$ cat src/stmon_unused_guard.sv
`timescale 1ns/100ps
`default_nettype none
`default_nettype wire

$ cat src/stmon_pkg.sv
// stmon_pkg: constants, object map and carrier types of the sync timing monitor
// assumes one 25 MHz clock; the object dictionary is reached by index and sub-index
package stmon_pkg;

  // ----------------------------------------------------------------------
  // timing
  // ----------------------------------------------------------------------
  localparam int unsigned     CLK_PERIOD_NS  = 40;
  localparam logic [31:0]     NS_PER_CLK     = 32'(CLK_PERIOD_NS);
  localparam logic [31:0]     MIN_CYCLE_NS   = 32'h0003D090;
  localparam int unsigned     MIN_SHIFT_NS   = 1000;

  // ----------------------------------------------------------------------
  // object indices and sub-indices
  // ----------------------------------------------------------------------
  localparam logic [15:0] IDX_OUT_PARAM    = 16'h1C32;
  localparam logic [15:0] IDX_IN_PARAM     = 16'h1C33;
  localparam logic [7:0]  SUB_COUNT        = 8'h00;
  localparam logic [7:0]  SUB_SYNC_MODE    = 8'h01;
  localparam logic [7:0]  SUB_CYCLE_TIME   = 8'h02;
  localparam logic [7:0]  SUB_SHIFT_TIME   = 8'h03;
  localparam logic [7:0]  SUB_SUPPORTED    = 8'h04;
  localparam logic [7:0]  SUB_MIN_CYCLE    = 8'h05;
  localparam logic [7:0]  SUB_CALC_COPY    = 8'h06;
  localparam logic [7:0]  SUB_MIN_DELAY    = 8'h07;
  localparam logic [7:0]  SUB_COMMAND      = 8'h08;
  localparam logic [7:0]  SUB_MAX_DELAY    = 8'h09;
  localparam logic [7:0]  SUB_MISSED       = 8'h0B;
  localparam logic [7:0]  SUB_OVERRUN      = 8'h0C;
  localparam logic [7:0]  SUB_SHORT_SHIFT  = 8'h0D;
  localparam logic [7:0]  SUB_FRAME_REPEAT = 8'h14;
  localparam logic [7:0]  SUB_SYNC_ERROR   = 8'h20;

  // ----------------------------------------------------------------------
  // reset values and encodings
  // ----------------------------------------------------------------------
  localparam logic [7:0]  RST_IN_PARAM_COUNT = 8'h20;
  localparam logic [15:0] RST_SYNC_MODE      = 16'h0022;
  localparam logic [31:0] RST_CYCLE_TIME     = 32'h000F4240;
  localparam logic [31:0] RST_MIN_CYCLE      = 32'h0003D090;
  localparam logic [15:0] RST_SUPPORTED      = 16'h0C07;
  localparam logic [15:0] CMD_STOP           = 16'h0000;
  localparam logic [15:0] CMD_START          = 16'h0001;

  localparam logic [15:0] MODE_FREE_RUN      = 16'h0000;
  localparam logic [15:0] MODE_IN_BUFFER     = 16'h0001;
  localparam logic [15:0] MODE_FIRST_SYNC    = 16'h0002;
  localparam logic [15:0] MODE_SECOND_SYNC   = 16'h0003;
  localparam logic [15:0] MODE_OUT_BUFFER    = 16'h0022;

  localparam int          SUP_SHIFT_LSB      = 4;
  localparam int          SUP_DYNAMIC_BIT    = 14;
  localparam logic [1:0]  SHIFT_LOCAL_EVENT  = 2'h1;
  localparam logic [1:0]  SHIFT_SECOND_SYNC  = 2'h2;

  // ----------------------------------------------------------------------
  // carrier types
  // ----------------------------------------------------------------------
  typedef struct packed {
    logic        req;
    logic        write;
    logic [15:0] index;
    logic [7:0]  subindex;
    logic [31:0] wdata;
  } stmon_req_type;

  typedef struct packed {
    logic        ack;
    logic        abort;
    logic [31:0] rdata;
  } stmon_rsp_type;

  typedef struct packed {
    logic first_sync_pulse;
    logic second_sync_pulse;
    logic output_buffer_manager;
    logic outputs_driven;
    logic inputs_sampled;
    logic inputs_available;
  } stmon_evt_type;

  typedef struct packed {
    logic [15:0]   out_cmd;
    logic [15:0]   in_cmd;
    logic          meas;
    logic [31:0]   out_max_delay;
    logic [31:0]   out_frame_repeat;
    logic [31:0]   in_frame_repeat;
    logic          sync_err;
    logic [15:0]   sync_mode;
    logic [31:0]   cycle_time;
    logic [31:0]   shift_time;
    logic [31:0]   min_cycle;
    logic [31:0]   calc_copy;
    logic [31:0]   min_delay;
    logic [31:0]   in_max_delay;
    logic [31:0]   now;
    logic [31:0]   t_first;
    logic [31:0]   t_second;
    logic [31:0]   t_sampled;
    logic          first_seen;
    logic          out_pending;
    logic          buf_seen;
    stmon_rsp_type rsp;
  } stmon_state_type;

endpackage : stmon_pkg

$ cat src/stmon_satcnt.sv
// stmon_satcnt: saturating event counter
// assumes a synchronous active-high reset and a one-cycle increment pulse
`timescale 1ns/100ps
`default_nettype none

module stmon_satcnt #(
  parameter int WIDTH = 16
) (
  input  wire logic             clk,
  input  wire logic             rst,
  input  wire logic             inc,
  output var  logic [WIDTH-1:0] count
);

  logic [WIDTH-1:0] count_r;
  logic [WIDTH-1:0] count_nxt;

  if (WIDTH < 1) begin : g_chk
    $error("stmon_satcnt: WIDTH must be at least 1");
  end

  always_comb begin
    count_nxt = count_r;
    // holding at all-ones keeps a busy link from reading as nearly idle
    if (inc && (count_r != {WIDTH{1'b1}})) begin
      count_nxt = count_r + {{(WIDTH-1){1'b0}}, 1'b1};
    end
  end

  always_ff @(posedge clk) begin
    if (rst) begin
      count_r <= '0;
    end else begin
      count_r <= count_nxt;
    end
  end

  assign count = count_r;

endmodule : stmon_satcnt

`default_nettype wire

$ cat src/stmon_top.sv
// stmon_top: sync parameter objects and timing diagnostics of a fieldbus slave terminal
// assumes all inputs synchronous to MCLK; timing events are one-cycle pulses
`timescale 1ns/100ps
`default_nettype none

module stmon_top
  import stmon_pkg::*;
#(
  parameter int unsigned SHORT_SHIFT_NS = stmon_pkg::MIN_SHIFT_NS,
  parameter bit          DYNAMIC_TIMES  = 1'b1,
  parameter int          COUNT_WIDTH    = 16
) (
  input  wire logic                    MCLK,
  input  wire logic                    RST,
  input  wire stmon_pkg::stmon_req_type OBJ_REQ,
  output var  stmon_pkg::stmon_rsp_type OBJ_RSP,
  input  wire stmon_pkg::stmon_evt_type EVT,
  input  wire logic                    DISTRIBUTED_CLOCK_MODE,
  input  wire logic                    RUN_STATE
);
  import stmon_pkg::*;

  // ----------------------------------------------------------------------
  // elaboration checks
  // ----------------------------------------------------------------------
  if (COUNT_WIDTH != 16) begin : g_chk_cnt
    $error("stmon_top: diagnostic counters are 16 bit objects");
  end
  if (SHORT_SHIFT_NS == 0) begin : g_chk_shift
    $error("stmon_top: SHORT_SHIFT_NS must be nonzero");
  end

  localparam logic [31:0] SHORT_SHIFT = 32'(SHORT_SHIFT_NS);

  // ----------------------------------------------------------------------
  // helpers
  // ----------------------------------------------------------------------
  function automatic logic [31:0] elapsed(input logic [31:0] t_now, input logic [31:0] t_then);
    elapsed = t_now - t_then;
  endfunction : elapsed

  function automatic logic [31:0] keep_max(input logic [31:0] cur, input logic [31:0] cand);
    keep_max = (cand > cur) ? cand : cur;
  endfunction : keep_max

  function automatic logic legal_mode(input logic [15:0] m);
    legal_mode = (m == MODE_FREE_RUN) || (m == MODE_IN_BUFFER) || (m == MODE_FIRST_SYNC) ||
                 (m == MODE_SECOND_SYNC) || (m == MODE_OUT_BUFFER);
  endfunction : legal_mode

  stmon_state_type s_r;
  stmon_state_type s_nxt;

  logic                   late_evt;
  logic                   early_evt;
  logic                   missed_evt;
  logic                   short_evt;
  logic [COUNT_WIDTH-1:0] missed_cnt;
  logic [COUNT_WIDTH-1:0] overrun_cnt;
  logic [COUNT_WIDTH-1:0] short_cnt;
  logic [15:0]            supported;

  // ----------------------------------------------------------------------
  // cycle event detection
  // ----------------------------------------------------------------------
  // a first sync pulse while outputs of the previous cycle are still pending means they came too late
  assign late_evt   = EVT.first_sync_pulse && s_r.out_pending;
  assign early_evt  = EVT.first_sync_pulse && s_r.first_seen &&
                      (elapsed(s_r.now, s_r.t_first) < MIN_CYCLE_NS);
  assign missed_evt = DISTRIBUTED_CLOCK_MODE && RUN_STATE && EVT.first_sync_pulse &&
                      s_r.first_seen && !s_r.buf_seen;
  assign short_evt  = DISTRIBUTED_CLOCK_MODE && EVT.second_sync_pulse && s_r.first_seen &&
                      (elapsed(s_r.now, s_r.t_first) < SHORT_SHIFT);

  stmon_satcnt #(.WIDTH(COUNT_WIDTH)) u_missed (
    .clk   (MCLK),
    .rst   (RST),
    .inc   (missed_evt),
    .count (missed_cnt)
  );

  stmon_satcnt #(.WIDTH(COUNT_WIDTH)) u_overrun (
    .clk   (MCLK),
    .rst   (RST),
    .inc   (RUN_STATE && (late_evt || early_evt)),
    .count (overrun_cnt)
  );

  stmon_satcnt #(.WIDTH(COUNT_WIDTH)) u_short (
    .clk   (MCLK),
    .rst   (RST),
    .inc   (short_evt),
    .count (short_cnt)
  );

  // ----------------------------------------------------------------------
  // supported modes
  // ----------------------------------------------------------------------
  always_comb begin
    supported = RST_SUPPORTED;
    if (s_r.sync_mode == MODE_OUT_BUFFER) begin
      supported[SUP_SHIFT_LSB +: 2] = SHIFT_LOCAL_EVENT;
    end else if (s_r.sync_mode == MODE_SECOND_SYNC) begin
      supported[SUP_SHIFT_LSB +: 2] = SHIFT_SECOND_SYNC;
    end
    supported[SUP_DYNAMIC_BIT] = DYNAMIC_TIMES;
  end

  // ----------------------------------------------------------------------
  // next state
  // ----------------------------------------------------------------------
  always_comb begin
    logic        is_out;
    logic        is_in;
    logic        hit;
    logic        wr;
    logic [31:0] rd;
    logic        dc_meas;
    is_out  = OBJ_REQ.index == IDX_OUT_PARAM;
    is_in   = OBJ_REQ.index == IDX_IN_PARAM;
    hit     = 1'b0;
    wr      = OBJ_REQ.req && OBJ_REQ.write;
    rd      = 32'h00000000;
    dc_meas = s_r.meas && DISTRIBUTED_CLOCK_MODE;
    s_nxt   = s_r;

    s_nxt.now = s_r.now + NS_PER_CLK;
    s_nxt.rsp = '0;

    // time stamps and cycle bookkeeping
    if (EVT.first_sync_pulse) begin
      s_nxt.t_first    = s_r.now;
      s_nxt.first_seen = 1'b1;
      s_nxt.buf_seen   = 1'b0;
      s_nxt.out_pending = 1'b0;
      if (DISTRIBUTED_CLOCK_MODE) begin
        s_nxt.sync_err = late_evt;
      end
      if (s_r.meas && s_r.first_seen) begin
        s_nxt.min_cycle = keep_max(s_r.min_cycle, elapsed(s_r.now, s_r.t_first));
      end
    end
    // an event in the same cycle as the clear still counts for the cycle that starts
    if (EVT.output_buffer_manager) begin
      s_nxt.buf_seen = 1'b1;
    end
    if (EVT.second_sync_pulse) begin
      s_nxt.t_second    = s_r.now;
      s_nxt.out_pending = 1'b1;
    end
    if (EVT.outputs_driven) begin
      s_nxt.out_pending = 1'b0;
      if (dc_meas) begin
        s_nxt.out_max_delay = keep_max(s_r.out_max_delay, elapsed(s_r.now, s_r.t_second));
      end
    end
    if (EVT.inputs_sampled) begin
      s_nxt.t_sampled = s_r.now;
      if (dc_meas) begin
        s_nxt.shift_time   = keep_max(s_r.shift_time, elapsed(s_r.now, s_r.t_first));
        s_nxt.in_max_delay = keep_max(s_r.in_max_delay, elapsed(s_r.now, s_r.t_second));
      end
    end
    if (EVT.inputs_available && dc_meas) begin
      s_nxt.calc_copy = keep_max(s_r.calc_copy, elapsed(s_r.now, s_r.t_sampled));
      s_nxt.min_delay = keep_max(s_r.min_delay, elapsed(s_r.now, s_r.t_second));
    end
    if (!DISTRIBUTED_CLOCK_MODE) begin
      s_nxt.sync_err = 1'b0;
    end

    // object access
    if (is_out) begin
      hit = 1'b1;
      case (OBJ_REQ.subindex)
        SUB_COMMAND:      rd = {16'h0000, s_r.out_cmd};
        SUB_MAX_DELAY:    rd = s_r.out_max_delay;
        SUB_MISSED:       rd = {16'h0000, missed_cnt};
        SUB_OVERRUN:      rd = {16'h0000, overrun_cnt};
        SUB_SHORT_SHIFT:  rd = {16'h0000, short_cnt};
        SUB_FRAME_REPEAT: rd = s_r.out_frame_repeat;
        SUB_SYNC_ERROR:   rd = {31'h00000000, s_r.sync_err};
        default:          hit = 1'b0;
      endcase
    end else if (is_in) begin
      hit = 1'b1;
      case (OBJ_REQ.subindex)
        SUB_COUNT:        rd = {24'h000000, RST_IN_PARAM_COUNT};
        SUB_SYNC_MODE:    rd = {16'h0000, s_r.sync_mode};
        SUB_CYCLE_TIME:   rd = s_r.cycle_time;
        SUB_SHIFT_TIME:   rd = s_r.shift_time;
        SUB_SUPPORTED:    rd = {16'h0000, supported};
        SUB_MIN_CYCLE:    rd = s_r.min_cycle;
        SUB_CALC_COPY:    rd = s_r.calc_copy;
        SUB_MIN_DELAY:    rd = s_r.min_delay;
        SUB_COMMAND:      rd = {16'h0000, s_r.in_cmd};
        SUB_MAX_DELAY:    rd = s_r.in_max_delay;
        SUB_MISSED:       rd = {16'h0000, missed_cnt};
        SUB_OVERRUN:      rd = {16'h0000, overrun_cnt};
        SUB_SHORT_SHIFT:  rd = {16'h0000, short_cnt};
        SUB_FRAME_REPEAT: rd = s_r.in_frame_repeat;
        SUB_SYNC_ERROR:   rd = {31'h00000000, s_r.sync_err};
        default:          hit = 1'b0;
      endcase
    end

    if (OBJ_REQ.req) begin
      s_nxt.rsp.ack   = 1'b1;
      s_nxt.rsp.abort = !hit;
      if (!OBJ_REQ.write && hit) begin
        s_nxt.rsp.rdata = rd;
      end
    end

    if (wr && hit) begin
      if (OBJ_REQ.subindex == SUB_COMMAND) begin
        if (is_out) begin
          s_nxt.out_cmd = OBJ_REQ.wdata[15:0];
        end else begin
          s_nxt.in_cmd = OBJ_REQ.wdata[15:0];
        end
        if (OBJ_REQ.wdata[15:0] == CMD_START) begin
          s_nxt.meas = 1'b1;
          if (!s_r.meas) begin
            // stale maxima would hide a better timing after reconfiguration
            s_nxt.out_max_delay = '0;
            s_nxt.shift_time    = '0;
            s_nxt.min_cycle     = '0;
            s_nxt.calc_copy     = '0;
            s_nxt.min_delay     = '0;
            s_nxt.in_max_delay  = '0;
          end
        end else if (OBJ_REQ.wdata[15:0] == CMD_STOP) begin
          s_nxt.meas = 1'b0;
        end
      end else if (OBJ_REQ.subindex == SUB_FRAME_REPEAT) begin
        if (is_out) begin
          s_nxt.out_frame_repeat = OBJ_REQ.wdata;
        end else begin
          s_nxt.in_frame_repeat = OBJ_REQ.wdata;
        end
      end else if (is_in && (OBJ_REQ.subindex == SUB_SYNC_MODE) && legal_mode(OBJ_REQ.wdata[15:0])) begin
        s_nxt.sync_mode = OBJ_REQ.wdata[15:0];
      end else if (is_in && (OBJ_REQ.subindex == SUB_CYCLE_TIME)) begin
        s_nxt.cycle_time = OBJ_REQ.wdata;
      end else begin
        // read-only entry or illegal mode code
        s_nxt.rsp.abort = 1'b1;
      end
    end
  end

  // ----------------------------------------------------------------------
  // state register
  // ----------------------------------------------------------------------
  always_ff @(posedge MCLK) begin
    if (RST) begin
      s_r            <= '0;
      s_r.sync_mode  <= RST_SYNC_MODE;
      s_r.cycle_time <= RST_CYCLE_TIME;
      s_r.min_cycle  <= RST_MIN_CYCLE;
    end else begin
      s_r <= s_nxt;
    end
  end

  assign OBJ_RSP = s_r.rsp;

endmodule : stmon_top

`default_nettype wire

$ cat config.mk
export PLATFORM = sky130hd
export DESIGN_NAME = stmon_top
export DESIGN_NICKNAME = d
export VERILOG_FILES = /design/src/stmon_unused_guard.sv /design/src/stmon_pkg.sv /design/src/stmon_satcnt.sv /design/src/stmon_top.sv
export SDC_FILE = /design/constraint.sdc
export NUM_CORES = 2
export LEC_CHECK = 0
export BUFFER_PORTS_ARGS = -buffer_cell sky130_fd_sc_hd__buf_2
export CAP_MARGIN = 20
export CELL_PAD_IN_SITES_DETAIL_PLACEMENT = 0
export CELL_PAD_IN_SITES_GLOBAL_PLACEMENT = 1
export CORE_UTILIZATION = 51
export DETAILED_ROUTE_END_ITERATION = 8
export GPL_ROUTABILITY_DRIVEN = 0
export PLACE_DENSITY_LB_ADDON = 0.1
export SYNTH_ARGS = -nofsm -noshare
export SYNTH_HDL_FRONTEND = slang
export SYNTH_SLANG_ARGS = --single-unit
$ cat constraint.sdc
create_clock -name MCLK -period 11.55 [get_ports MCLK]
set_input_delay 1.155 -clock MCLK [delete_from_list [all_inputs] [get_ports MCLK]]
set_output_delay 1.155 -clock MCLK [all_outputs]
set_load 0.01 [all_outputs]
Word-level counts from Yosys, hierarchy flattened
Index checks and enable logic that the tools add are counted.
Widths: inputs -> output; s select.
Cells by class
  add/sub/neg operators: 7
  $lt $le $gt $ge: 8
  equality and inequality tests: 25
  mux-type cells: 49
  bitwise operators: 7
  reduce and logical (&&, ||, !) cells: 48
Operator list (number)
  $mux 32: 22
  $mux 160: 4
  $pmux 32 s15: 1
  $pmux 32 s7: 1
  $gt 32x32->1: 6
  $mux 64: 3
  $mux 96: 1
  $sub 32x32->32: 3
  $add 16x1->16 const B: 3
  $eq 16x2->1 const B: 3
  $ne 16x16->1 const B: 3
  $eq 8x4->1 const B: 5
  $mux 34: 1
  $add 32x6->32 const B: 1
  $eq 16x13->1 const B: 2
  $eq 16x6->1 const B: 2
  $eq 8x3->1 const B: 4
  $lt 32x10->1 const B: 1
  $lt 32x18->1 const B: 1
  $logic_and 1x1->1: 23
  $eq 16x1->1 const B: 1
  $eq 8x2->1 const B: 2
  $logic_not 16->1: 1
  $reduce_or 15->1: 1
  other kinds (16): 49
Storage, ports and cells
  bits in registers: 551
  input bits: 68
  output and inout port bits: 34
  word-level logic and storage cells: 171

Logic depth before layout (Yosys ltp)
  depth in word-level cells: 13
  mapped depth: 26
  mapped depth without buffers: 24

Cells and area by module
Synthesis repeated with hierarchy kept, for this count alone.
Unflattened totals
  cell total of the unflattened synthesis: 3825
  area, all modules: 31366.3 um2
By module, submodules not included
  stmon_top: times used 1, cells an instance 3528, area each 28821.4 um2, sequential area each 9829.4 um2
  stmon_satcnt: times used 3, cells an instance 99, area each 848.3 um2, sequential area each 320.3 um2

Least setup slack after synthesis
No wires, ideal clock.
  path type: register to register
  start: register s_r[140] (netlist bit)
  end: register s_r[179] (netlist bit)
  setup time: 0.117 ns
  arrival time: 5.487 ns
  required time: 11.433 ns
  path slack: 5.946 ns
  cell stages (with the launch flop): 23
  path buffers: 2
  clock period less this slack: 5.604 ns
  cells stage by stage: dfxtp_1 > ha_1 > or4_1 > o21ai_0 > a21oi_1 > a31oi_1 > o21bai_1 > a2111oi_0 > nor3_1 > or4_1 > and2_1 > ha_1 > a21o_1 > a21o_1 > a21oi_1 > o21ai_0 > a21oi_1 > o211ai_1 > nand2_1 > clkbuf_1 > clkbuf_1 > mux2i_1 > nor2_1
On the way
  longest elaborated chain between the ends: 9
RTL lines
  start, declared: RTL line stmon_top.sv:51  | stmon_state_type s_r;
  start signal, assigned: RTL line stmon_top.sv:263  | s_r <= s_nxt;
  $sub 32x32->32 *: RTL line stmon_top.sv:39  | elapsed = t_now - t_then;
  $gt 32x32->1: RTL line stmon_top.sv:43  | keep_max = (cand > cur) ? cand : cur;
  $mux 32 *: RTL line stmon_top.sv:43
  $mux 32 *: RTL line stmon_top.sv:159  | if (dc_meas) begin
  $mux 32 *: RTL line stmon_top.sv:157  | if (EVT.inputs_sampled) begin
  $mux 160: RTL line stmon_top.sv:224  | if (!s_r.meas) begin
  $mux 160: RTL line stmon_top.sv:222  | if (OBJ_REQ.wdata[15:0] == CMD_START) begin
  $mux 160: RTL line stmon_top.sv:216  | if (OBJ_REQ.subindex == SUB_COMMAND) begin
  $mux 160 *: RTL line stmon_top.sv:215  | if (wr && hit) begin
Every way passes the cells marked *; elsewhere a longest branch is shown, timed or not.
A chain may end at the register's enable or synchronous reset.

Worst setup path in the final report
  start: register s_r[137] (netlist bit)
  end: register s_r[439] (netlist bit)
On the way
  longest elaborated chain between the ends: 9
RTL lines
  $sub 32x32->32 *: RTL line stmon_top.sv:39
  $gt 32x32->1 *: RTL line stmon_top.sv:43
  $mux 32 *: RTL line stmon_top.sv:43
  $mux 32 *: RTL line stmon_top.sv:153  | if (dc_meas) begin
  $mux 32 *: RTL line stmon_top.sv:151  | if (EVT.outputs_driven) begin
  $mux 32: RTL line stmon_top.sv:224
  $mux 32: RTL line stmon_top.sv:222
  $mux 32: RTL line stmon_top.sv:216
  $mux 96 *: RTL line stmon_top.sv:215
Marks and branches as above.

==> summary.md <==
| Metric | Value |
|---|---|
| Gr usage total | 0.316 |
| TritonCTS clock tree | done |
| Max Slew Vio Count | 0 |
| Post-synth ARST share | 0 |
| Top_reg_cell synth | dfxtp_1 |
| Post-synth EDFFs | 0 |
| Hold WS | 0.452 ns |
| Final nets | 4239 |
| Yosys cell types | 85 |
| Antenna violations before repair | 1 |
| Sink Count | 539 |
| Pre-antenna DRT Iters | 9 |
| Vias/cell | 6.07 |
| Post-synthesis register bit count | 539 |
| PwrDens | 152 nW/um2 |
| Max VDD drop | about 0.14 mV |
| ANT cells | 0 |
| Vias in the first global route | between 20000 and 30000 |
| Cell row count | 90 |
| Aggregate routed wire length | 101000 um |
| Mapped cell area | 31400 um2 |
| Clock Latency Late Sink | 0.66 ns |
| Slew HR | 0.256 |
| Dpl ws | 4.67 ns |
| Post-layout util | 0.567 |
| Tot Pwr | 5.23 mW |
| Post-DP Area | around 32000 um2 |
| First-pass GRT wire length | 157000 um |
| Count of final setup violators | 0 |
| CP Max Fanout | 38 |
| Most frequent cells in the layout | dfxtp_1, nand2_1, nor2_1 |
| Initial Util | 0.518 |
| Setup crit start kind | register |
| Final setup TNS | 0 ns |
| Sequential-to-total area share from yosys stat | 0.344 |
| WP data arrival | 7.67 ns |
| Root Driver | clkbuf_16 |
| Failing checks | DRC |
| Synthesized instance count | 3919 |
| Die width | 250 um |
| Req. time, crit path | approximately 12 ns |
| Hold Crit Class | reg2reg |
| Inst Count DP | 4626 |
| Congestion Overflow GR | 0 |
| CTS Buf Count | 59 |
| Fmax | around 140 MHz |
| Iteration-0 DRC Markers | 2938 |
| Antenna Nets Post-Route | 0 |
| H-tree levels | 2 |
| RSZ-0062 raised after global routing | false |
| Final worst slack | 4.48 ns |
| Yosys Warn Count | 0 |
| WL/cell | 21.3 um |
| Die area | 62500 um2 |
| Post-DP HPWL | 74100 um |
| Setup Skew | 0.0466 ns |
| Crit path time final | ~7.1 ns |
| Leak | 14.2 nW |
| Worst-path clk slew | about 0.06 ns |
| Kind of critical path | reg2reg |
| Synth-to-Final Area Change | 9.56% |
| Post-CTS setup buffers | 0 |
| Most common cell after layout, fill and taps aside | dfxtp_1 |
| DR DRC count | 1 |
| Max Cap Viol | 0 |
| Post-CTS Resized | 0 |
| Core Area | 60600 um2 |
| Final hold violations | 0 |
| PortBufs | 101 |
| Vias | 28700 |
| Post-route design area | 34400 um2 |
| Synth Area per Inst | ~8 um2 |
| Share of cells above drive strength 1 | 0.0762 |
| I/O pin count | 102 |
| Slew @ Worst Pin | about 1.1 ns |
| Die Y | 250 um |
| Largest net degree at the start of global routing | between 80 and 90 |
| Synth Net Count | 4252 |
| CTS Buffer Depth | 3 |
| Cts hold-fix bufs | 0 |
| Post-Layout Cell Count | approximately 4700 |
| Status | finished with violations |
| Final Cycle Share | 0.613 |
| Critical Path End Type | register |
| Fillers | 5650 |
-- synth_stat cells (all sizes together), types with 39 or more instances --
| cell | number | area [um2] |
|---|---|---|
| a21o | 96 | 722 |
| and3 | 43 | 269 |
| a22oi | 61 | 458 |
| inv | 305 | 1140 |
| a222oi | 45 | 450 |
| a211oi | 52 | 403 |
| nor3 | 51 | 283 |
| ha | 262 | 3280 |
| o21ai | 111 | 556 |
| nor2 | 425 | 1600 |
| xor2 | 52 | 455 |
| a221oi | 39 | 342 |
| nand3 | 94 | 475 |
| mux2i | 184 | 1840 |
| nand4 | 59 | 369 |
| buf | 66 | 424 |
| xnor2 | 54 | 473 |
| nand2 | 476 | 1790 |
| a21oi | 393 | 1970 |
| dfxtp | 539 | 10800 |
| clkbuf | 168 | 631 |
-- final timing paths --
kind | from | endpoint | cells past startpoint | slack, ns
max | s_r[137] | s_r[439] | 23 | 4.48
min | s_r[336] | s_r[336] | 2 | 0.45
max reg2reg | s_r[137] | s_r[439] | 23 | 4.48
min reg2reg | s_r[336] | s_r[336] | 2 | 0.45
-- layout make-up --
class                   count  area [um2]  share of cell area
clock buffers              86        1750              0.0509
clock inverters            20         318             0.00925
inverters                 305        1140              0.0333
multi-input cells        2841       18400               0.536
flip-flops and latches    539       10800               0.314
well taps                 782         978              0.0285
repair buffers            160         956              0.0278
-- routing by layer --
metal / vias up / track usage / share of wire
met5: - / 0 / 0.00013
met2: 1121 / 0.479 / 0.43
li1: 13700 / - / -
met4: 2 / 0.105 / 0.030
met3: 155 / 0.0484 / 0.081
met1: 13800 / 0.455 / 0.46
-- logic make-up after synthesis --
family,Yosys count,synth area share
simple gates,1355,0.199
compound gates,928,0.191
buf+inv,539,0.0701
flops,539,0.344
fa+ha+maj,265,0.106
mux,187,0.0598
xor+xnor,106,0.0296
-- power breakdown --
group	internal, mW	switching [mW]	total, mW
registers	1.87	0.00842	1.87
clock network	1.20	0.814	2.02
logic	0.520	0.824	1.34
-- worst max-delay path: stages (launching register included) --
cell and delay (ns):
dfxtp_1 0.55, ha_1 0.30, nor2b_1 0.12, o21a_1 0.17, o21ai_0 0.20, a21oi_1 0.21, a31oi_1 0.38, o21bai_1 0.24
a2111oi_0 0.78, buf_4 0.24, o31ai_1 0.08, xor2_1 0.64, ha_1 0.38, a21o_1 0.16, a21o_1 0.17, a21o_1 0.17
a21o_1 0.18, a21oi_1 0.15, nor2b_1 0.07, or4_1 0.89, and2_1 0.29, buf_4 0.26, nor2_1 0.20, and2_1 0.16
-- flip-flops by register name, indices dropped and copies added, names as in the netlist --
signal	flops
s_r	457
u_missed.count	16
u_overrun.count	16
u_short.count	16
OBJ_RSP	34
(Power assumes the default switching activity.)
